===== src/rtl/mbw_cfg.svh =====
// Purpose: Constants of the fieldbus write and diagnostics request handler
// Assumes: Framing layer strips the error check field before this block
// Notes:   Widths, counts and codes for all design files
//
// Contract
// - Function 06 overwrites the addressed holding register with the two-byte value.
// - Register write to slave address zero loads the register in every slave.
// - Broadcast valid only for 5, 6, 15, 16 and loopback; others ignored.
// - Function 06 answer echoes the request unchanged after the write.
// - Function 08 test type from two-byte sub-function; response echoes both codes.
// - Diagnostics touch no coil, bit or register storage.
// - Only diagnostic sub-function zero supported; others are unsupported.
// - Sub-function zero returns a response identical to the request.
// - Function 15 forces each coil of a consecutive block to its state.
// - Coil addresses are zero based.
// - Function 15 coil states packed one bit per coil, one means on.
// - Lowest coil is LSB of first data byte, ascending bits then bytes.
// - Function 15 to address zero applies the coils in every slave.
// - Function 15 answer holds only address, function, start and quantity.
// - Function 15 writes coils whether or not they are disabled.
// - Local scan logic may change holding registers; master value may not persist.
// - Coil states survive reset; coils are never cleared automatically.
// - Exception answer sets function code MSB and adds one exception byte.
// - Unallowed function or sub-function gives exception code 01.
// - Request with a communication error gets no response.
`ifndef MBW_CFG_SVH
`define MBW_CFG_SVH

`define MBW_BUF_DEPTH   16
`define MBW_LEN_W       5
`define MBW_NUM_COILS   64
`define MBW_COIL_W      6
`define MBW_BCAST_ADDR  8'h00
`define MBW_FC_FORCE1   8'h05
`define MBW_FC_WR_REG   8'h06
`define MBW_FC_DIAG     8'h08
`define MBW_FC_FORCEN   8'h0F
`define MBW_FC_PRESETN  8'h10
`define MBW_SUB_ECHO    16'h0000
`define MBW_EXC_FLAG    8'h80
`define MBW_EXC_ILL_FN  8'h01
`define MBW_EXC_ILL_ADR 8'h02
`define MBW_EXC_ILL_VAL 8'h03
`define MBW_LEN_WR_REG  5'h06
`define MBW_LEN_DIAG    5'h04
`define MBW_LEN_COIL_HD 5'h07
`define MBW_LEN_EXC     5'h03
`define MBW_IX_DATA     4'h7

`endif


===== src/rtl/mbw_pkg.sv =====
// Purpose: Types of the fieldbus write and diagnostics request handler
// Assumes: mbw_cfg.svh gives the widths
// Notes:   State enum and per-module state records
`default_nettype none
`include "mbw_cfg.svh"
package mbw_pkg;

   typedef logic [7:0] mbw_byte_t;

   typedef enum logic [1:0] {
      MBW_RX   = 2'h0,
      MBW_EXEC = 2'h1,
      MBW_COIL = 2'h3,
      MBW_SEND = 2'h2
   } mbw_state_e;

   typedef struct packed {
      mbw_state_e                            st;
      logic [`MBW_BUF_DEPTH-1:0][7:0]        buf_b;
      logic [`MBW_LEN_W-1:0]                 len;
      logic                                  ovf;
      logic [`MBW_LEN_W-1:0]                 rlen;
      logic [`MBW_LEN_W-1:0]                 ti;
      logic                                  bcast;
      logic [6:0]                            k;
      logic [6:0]                            qty;
      logic [`MBW_COIL_W-1:0]                start;
      logic                                  cw_we;
      logic [`MBW_COIL_W-1:0]                cw_idx;
      logic                                  cw_val;
      logic                                  hreg_we;
      logic [15:0]                           hreg_addr;
      logic [15:0]                           hreg_val;
      mbw_byte_t                             tx_byte;
      logic                                  tx_valid;
      logic                                  tx_last;
   } mbw_main_s;

   typedef struct packed {
      logic [`MBW_NUM_COILS-1:0] coil;
   } mbw_bank_s;

endpackage
`default_nettype wire


===== src/rtl/mbw_coil_if.sv =====
// Purpose: Coil write path between request handler and coil bank
// Assumes: One write per clock at most
// Notes:   Coil image returns to the handler
`timescale 1ns/10ps
`default_nettype none
`include "mbw_cfg.svh"
interface mbw_coil_if;
   logic                         we;
   logic [`MBW_COIL_W-1:0]       idx;
   logic                         val;
   logic [`MBW_NUM_COILS-1:0]    coils;

   modport ctl  (output we, idx, val, input coils);
   modport bank (input we, idx, val, output coils);
endinterface
`default_nettype wire


===== src/rtl/mbw_handler.sv =====
// Purpose: Slave handler for write register, loopback diagnostic, force coils
// Assumes: Frames arrive as bytes without error check field, end flagged
// Notes:   One request at a time; receive closed while busy
`timescale 1ns/10ps
`default_nettype none
`include "mbw_cfg.svh"
module mbw_handler
   import mbw_pkg::*;
(
   input  wire logic                        core_clk_i,   // System clock
   input  wire logic                        rst_b_i,      // Async reset, active low
   input  wire logic                        ce_i,         // Clock enable
   input  wire logic [7:0]                  own_addr_i,   // This slave's address
   input  wire logic [7:0]                  rx_byte_i,    // Request byte
   input  wire logic                        rx_valid_i,   // Request byte strobe
   input  wire logic                        rx_end_i,     // Frame end strobe
   input  wire logic                        rx_err_i,     // Frame had comm error
   output logic                             rx_ready_o,   // Ready for a frame
   output logic [7:0]                       tx_byte_o,    // Response byte
   output logic                             tx_valid_o,   // Response byte valid
   output logic                             tx_last_o,    // Last response byte
   input  wire logic                        tx_ready_i,   // Response byte taken
   output logic                             hreg_we_o,    // Holding register write
   output logic [15:0]                      hreg_addr_o,  // Holding register address
   output logic [15:0]                      hreg_val_o,   // Holding register value
   output logic [`MBW_NUM_COILS-1:0]        coils_o       // Coil image
);

   mbw_main_s q;
   mbw_main_s d;

   mbw_coil_if cw ();

   mbw_coil_bank u_bank (
      .core_clk_i (core_clk_i),
      .ce_i       (ce_i),
      .cw         (cw.bank)
   );

   // ***********************************************************************
   // Next-state logic
   // ***********************************************************************
   always_comb begin
      logic [7:0]  sa;
      logic [7:0]  fc;
      logic [15:0] w2;
      logic [15:0] w4;
      logic [16:0] ceil8;
      logic [16:0] top;
      logic        mine;
      logic        bc_ok;
      logic        exc;
      logic [7:0]  ecode;
      logic [3:0]  bi;
      sa    = q.buf_b[0];
      fc    = q.buf_b[1];
      w2    = {q.buf_b[2], q.buf_b[3]};
      w4    = {q.buf_b[4], q.buf_b[5]};
      ceil8 = ({1'b0, w4} + 17'h00007) >> 3;
      top   = {1'b0, w2} + {1'b0, w4};
      mine  = (sa == own_addr_i) || (sa == `MBW_BCAST_ADDR);
      exc   = 1'b0;
      ecode = `MBW_EXC_ILL_FN;
      bi    = `MBW_IX_DATA + {1'b0, q.k[5:3]};
      bc_ok = (fc == `MBW_FC_FORCE1) || (fc == `MBW_FC_WR_REG) ||
              (fc == `MBW_FC_FORCEN) || (fc == `MBW_FC_PRESETN) ||
              (fc == `MBW_FC_DIAG);
      d         = q;
      d.hreg_we = 1'b0;
      d.cw_we   = 1'b0;
      case (q.st)
         MBW_RX: begin
            if (rx_valid_i) begin
               if (q.len < `MBW_LEN_W'(`MBW_BUF_DEPTH)) begin
                  d.buf_b[q.len[3:0]] = rx_byte_i;
                  d.len               = q.len + 5'h01;
               end else begin
                  d.ovf = 1'b1;
               end
            end
            if (rx_end_i) begin
               if (rx_err_i || q.ovf || (q.len < 5'h02)) begin
                  d.len = 5'h00;
                  d.ovf = 1'b0;
               end else begin
                  d.st = MBW_EXEC;
               end
            end
         end
         MBW_EXEC: begin
            d.bcast = (sa == `MBW_BCAST_ADDR);
            d.rlen  = q.len;
            d.ti    = 5'h00;
            d.st    = MBW_SEND;
            case (fc)
               `MBW_FC_WR_REG: begin
                  if (q.len != `MBW_LEN_WR_REG) begin
                     exc   = 1'b1;
                     ecode = `MBW_EXC_ILL_VAL;
                  end else if (mine) begin
                     // Foreign frames never reach the register port
                     d.hreg_we   = 1'b1;
                     d.hreg_addr = w2;
                     d.hreg_val  = w4;
                  end
               end
               `MBW_FC_DIAG: begin
                  if (q.len < `MBW_LEN_DIAG) begin
                     exc   = 1'b1;
                     ecode = `MBW_EXC_ILL_VAL;
                  end else if (w2 != `MBW_SUB_ECHO) begin
                     exc = 1'b1;
                  end
               end
               `MBW_FC_FORCEN: begin
                  if ((w4 == 16'h0000) || (ceil8 != {9'h000, q.buf_b[6]}) ||
                      ({4'h0, q.len} != ({1'b0, q.buf_b[6]} + 9'h007))) begin
                     exc   = 1'b1;
                     ecode = `MBW_EXC_ILL_VAL;
                  end else if (top > 17'(`MBW_NUM_COILS)) begin
                     exc   = 1'b1;
                     ecode = `MBW_EXC_ILL_ADR;
                  end else begin
                     d.start = w2[`MBW_COIL_W-1:0];
                     d.qty   = w4[6:0];
                     d.k     = 7'h00;
                     d.st    = MBW_COIL;
                  end
               end
               default: begin
                  exc = 1'b1;
               end
            endcase
            if (exc) begin
               d.buf_b[1] = fc | `MBW_EXC_FLAG;
               d.buf_b[2] = ecode;
               d.rlen     = `MBW_LEN_EXC;
            end
            if (!mine || (d.bcast && (exc || !bc_ok))) begin
               d.st  = MBW_RX;
               d.len = 5'h00;
            end
         end
         MBW_COIL: begin
            d.cw_we  = 1'b1;
            d.cw_idx = q.start + q.k[`MBW_COIL_W-1:0];
            d.cw_val = q.buf_b[bi][q.k[2:0]];
            d.k      = q.k + 7'h01;
            if (d.k == q.qty) begin
               d.rlen = `MBW_LEN_WR_REG;
               d.st   = MBW_SEND;
            end
         end
         MBW_SEND: begin
            if (q.bcast) begin
               d.st  = MBW_RX;
               d.len = 5'h00;
            end else if (!q.tx_valid) begin
               d.tx_byte  = q.buf_b[q.ti[3:0]];
               d.tx_valid = 1'b1;
               d.tx_last  = (q.ti == q.rlen - 5'h01);
            end else if (tx_ready_i) begin
               d.tx_valid = 1'b0;
               d.tx_last  = 1'b0;
               d.ti       = q.ti + 5'h01;
               if (q.tx_last) begin
                  d.st  = MBW_RX;
                  d.len = 5'h00;
               end
            end
         end
         default: begin
            d.st  = MBW_RX;
            d.len = 5'h00;
         end
      endcase
   end

   // ***********************************************************************
   // State register
   // ***********************************************************************
   always_ff @(posedge core_clk_i or negedge rst_b_i) begin
      if (!rst_b_i) begin
         q <= '0;
      end else if (ce_i) begin
         q <= d;
      end
   end

   // Coil bank sees registered write only; diagnostics never drive it
   assign cw.we  = q.cw_we;
   assign cw.idx = q.cw_idx;
   assign cw.val = q.cw_val;

   assign rx_ready_o  = (q.st == MBW_RX);
   assign tx_byte_o   = q.tx_byte;
   assign tx_valid_o  = q.tx_valid;
   assign tx_last_o   = q.tx_last;
   assign hreg_we_o   = q.hreg_we;
   assign hreg_addr_o = q.hreg_addr;
   assign hreg_val_o  = q.hreg_val;
   assign coils_o     = cw.coils;

endmodule
`default_nettype wire


===== src/rtl/mbw_coil_bank.sv =====
// Purpose: Coil storage written one coil at a time
// Assumes: Writes come from the request handler only
// Notes:   No reset on the coil image, power-up contents undefined
`timescale 1ns/10ps
`default_nettype none
`include "mbw_cfg.svh"
module mbw_coil_bank
   import mbw_pkg::*;
(
   input  wire logic   core_clk_i,   // System clock
   input  wire logic   ce_i,         // Clock enable
   mbw_coil_if.bank    cw            // Coil write port
);

   mbw_bank_s                 q;
   mbw_bank_s                 d;
   logic [`MBW_NUM_COILS-1:0] hit;

   // ***********************************************************************
   // Per-coil write decode
   // ***********************************************************************
   genvar gi;
   generate
      for (gi = 0; gi < `MBW_NUM_COILS; gi++) begin : g_coil
         assign hit[gi] = cw.we && (cw.idx == `MBW_COIL_W'(gi));
      end
   endgenerate

   // Hit coil takes the written value, disabled or not
   always_comb begin
      d      = q;
      d.coil = (q.coil & ~hit) | ({`MBW_NUM_COILS{cw.val}} & hit);
   end

   // Image kept through reset
   always_ff @(posedge core_clk_i) begin
      if (ce_i) begin
         q <= d;
      end
   end

   assign cw.coils = q.coil;

endmodule
`default_nettype wire


===== config.mk =====
export PLATFORM = sky130hd
export DESIGN_NAME = mbw_handler
export DESIGN_NICKNAME = d
export VERILOG_FILES = /design/src/rtl/mbw_pkg.sv /design/src/rtl/mbw_coil_if.sv /design/src/rtl/mbw_handler.sv /design/src/rtl/mbw_coil_bank.sv
export VERILOG_INCLUDE_DIRS = /design/src /design/src/rtl
export SDC_FILE = /design/constraint.sdc
export NUM_CORES = 1
export LEC_CHECK = 0
export BUFFER_PORTS_ARGS = -buffer_cell sky130_fd_sc_hd__buf_2
export CAP_MARGIN = 20
export CELL_PAD_IN_SITES_DETAIL_PLACEMENT = 1
export CELL_PAD_IN_SITES_GLOBAL_PLACEMENT = 1
export CORE_MARGIN = 10
export CORE_UTILIZATION = 40
export CTS_BUF_LIST = sky130_fd_sc_hd__clkbuf_2 sky130_fd_sc_hd__clkbuf_4 sky130_fd_sc_hd__clkbuf_8
export CTS_CLUSTER_SIZE = 8
export DETAILED_ROUTE_END_ITERATION = 8
export PLACE_DENSITY = 0.77
export SLEW_MARGIN = 25
export SYNTH_ARGS = -nofsm -noshare
export SYNTH_HDL_FRONTEND = slang
export SYNTH_HIERARCHICAL = 1
export SYNTH_SLANG_ARGS = --single-unit

===== constraint.sdc =====
create_clock -name core_clk_i -period 5.5 [get_ports core_clk_i]
set_input_delay 0.825 -clock core_clk_i [delete_from_list [all_inputs] [get_ports core_clk_i]]
set_output_delay 0.825 -clock core_clk_i [all_outputs]
set_load 0.01 [all_outputs]

==> flow_summary_export.csv <==
group,metric,value,unit
status,status,"complete, no violations",
pwr,leakagePower,7.76,nW
floorplan,dieArea,0.0474,sq mm
drt,drt-vias-per-instance,5.82,
clocking,post-cts-setup-buffers,0,
clocking,ctsLongestPathBuffers,3,
clocking,cts_resized,0,
synthesis,ys_ff_latch,282,
layout,diodes,0,
placed_design,place_ws,1.33,ns
global_route,grt_max_degree,144,
drt,drt_wl_total,47200,um
global_route,grt_pass1_vias,11800,
clocking,numCtsBuffers,50,
worst_setup_path,start_kind,"flop",
synthesis,yosysWarnings,6,
run,drv_cap,0,
worst_setup_path,crit_required,5.96,ns
drt,drtIter0Drc,716,
layout,seq_area,0.00738,sq mm
pwr,ir_drop,0.209,mV
synthesis,synth_edf_count,64,
pwr,power_frac_clock,34.6,%
pwr,combPwrFrac,22.5,%
drt,ant_nets,0,
placed_design,io_buffers,130,
synthesis,syn_nets,1378,
floorplan,rows,72,
floorplan,die_w,218,um
worst_setup_path,cp-end-kind,"flop",
timing,max_slew_margin,41.0,%
global_route,grt_overflow,0,
timing,fmax,230,MHz
timing,worst_slew_pin_slew,0.879,ns
layout,final_nets,1448,
clocking,path_clk_slew,0.06,ns
clocking,root_buffer,"clkbuf_8",
layout,area_growth_syn_to_layout,11.6,%
drt,wire_per_inst,24.3,um
synthesis,seq_area_frac_synth,47.2,%
drt,drcViolationCount,0,
placed_design,gp_congestion,0.891,
timing,setup_slack,1.16,ns
pwr,power.density,342,mW/mm^2
worst_setup_path,critPathArrivalTime,4.80,ns
global_route,track_usage,19.7,%
synthesis,syn_avg_cell_area,11.9,sq um
drt,first_pass_iters,5,
floorplan,core,0.0386,sq mm
layout,final_common_cell,"dfrtp_1",
timing,period_needed,4.34,ns
clocking,htreeDepth,2,
worst_setup_path,cp_max_fo,14,
layout,multi_input_area,0.00746,sq mm
synthesis,syn_inst,1318,
pwr,switching_share,32.4,%
layout,drive_above_1_share,32.1,%
floorplan,io_pins,131,
floorplan,initial_core_util,40.4,%
timing,finalHoldViolCount,0,
timing,period_share,78.9,%
synthesis,synth_ff_type,"dfrtp_1",
timing,setup_viol,0,
layout,final_cell_mix,"dfrtp_1, mux2_2, buf_2, nand2_1, nor2_1",
timing,rsz0062_at_grt,"false",
layout,nFillCells,4169,
worst_setup_path,r2r-end,"q[63]",
worst_hold_path,holdCritPathClass,"input port to asynchronous set/reset pin",
global_route,antenna_found_initial,3,
global_route,grt_pass1_wl,72900,um
clocking,clk_latency,0.61,ns
clocking,clock_sinks,282,
synthesis,async_flop_share,77.3,%
synthesis,syn-cell-area,0.0156,sq mm
placed_design,dp_hpwl,33900,um
pwr,p_sw,1.93,mW
timing,skew,0.0389,ns
pwr,internal_power,4.03,mW
synthesis,synth_cell_types,84,
timing,fin_tns_setup,0,ns
worst_setup_path,rrSetupSlack,1.16,ns
timing,maxSlewViolCount,0,
drt,num_vias,11300,
worst_setup_path,r2r.worst_path.cells,10,
worst_setup_path,path_class,"flop to flop",
clocking,cts_tree,"built",
pwr,sequentialPowerShare,42.9,%
floorplan,fp.dieH,218,um
worst_setup_path,r2r_start,"q[134]",
clocking,cts-hold-fix-buffers,0,
## metal layers
metal / vias up / share of wire [%] / track usage [%]
met1: 5831 / 42 / 24.7
met5: - / 0.089 / 0
met3: 106 / 6.8 / 4.79
met2: 382 / 48 / 32.5
li1: 4980 / - / -
met4: 6 / 2.9 / 6.83
## power groups by stage
stage	sequential, mW	combinational [mW]	clock (mW)
2_1_floorplan	2.46	1.01	0
3_5_place_dp	2.60	1.35	0
5_1_grt	2.59	1.46	2.22
3_3_place_gp	2.59	1.32	0
6_report	2.56	1.34	2.06
4_1_cts	2.56	1.35	2.12
## cell usage after synthesis (11+ instances only)
cell type  instances  area (sq um)
nor3_1            23           115
mux2i_1           25           250
nor2_1            94           353
mux2_2           154          1730
o21ai_0           61           305
dfrtp_1          218          5460
buf_4             41           308
clkbuf_1          63           236
nand3_1           22           110
xor2_1            18           158
buf_2             11          55.1
a21o_1            12          90.1
ha_1              35           438
nand4_1           22           138
edfxtp_1          64          1920
a21oi_1           30           150
mux4_2            60          1350
nor4_1            13          81.3
nand2_1          104           390
inv_1             35           131
xnor2_1           38           333
## how the worst max path moves through the flow
stage,startpoint,to,slack (ns),cells past startpoint
after floorplan,q[67],cw.val,2.10,11
after global placement,q[134],q[63],1.41,10
after detailed placement,q[130],q[63],1.33,10
after CTS,q[130],q[63],1.29,10
after global routing,q[134],q[63],0.96,11
final,q[134],q[63],1.16,10
## layout make-up
class	instances	area share (%)
Sequential cell	282	42.3
Timing Repair Buffer	140	4.29
Clock inverter	14	0.718
Inverter	35	0.754
Multi-Input combinational cell	879	42.8
Clock buffer	76	5.36
Tap cell	518	3.72
## worst max-delay path: stages, from the launching register on
cell	delay, ns
dfrtp_1	0.55
ha_1	0.50
nand3_1	0.14
o32ai_1	0.74
o21ai_1	0.11
a211oi_1	0.31
nand4_1	0.22
nor4_1	0.32
buf_4	0.24
and3_1	0.64
mux2_2	0.42
## kinds of logic after synthesis
family	count (synthesis)	synth area share, %
XOR/XNOR	56	3.14
flip-flops	282	47.2
adder cells (fa/ha/maj)	37	3.06
AO/OA/AOI/OAI	186	7.98
AND/OR/NAND/NOR	350	11.3
buffers and inverters	157	5.05
multiplexers	250	22.3
## metrics by stage
| step | hold slack (ns) | instances | area (sq um) | power [mW] | util [%] |
|---|---|---|---|---|---|
| global route | 0.202 | 1944 | 17400 | 6.26 | 45.1 |
| CTS | 0.177 | 1944 | 17400 | 6.03 | 45.1 |
| global placement | 0.464 | 1854 | 16400 | 3.90 | 42.4 |
| floorplan | 0.450 | 1318 | 15600 | 3.47 | - |
| detailed placement | 0.475 | 1854 | 16400 | 3.94 | 42.4 |
| finish | 0.184 | 1944 | 17400 | 5.97 | 45.1 |
No activity file was read; power rests on OpenSTA's default activity.
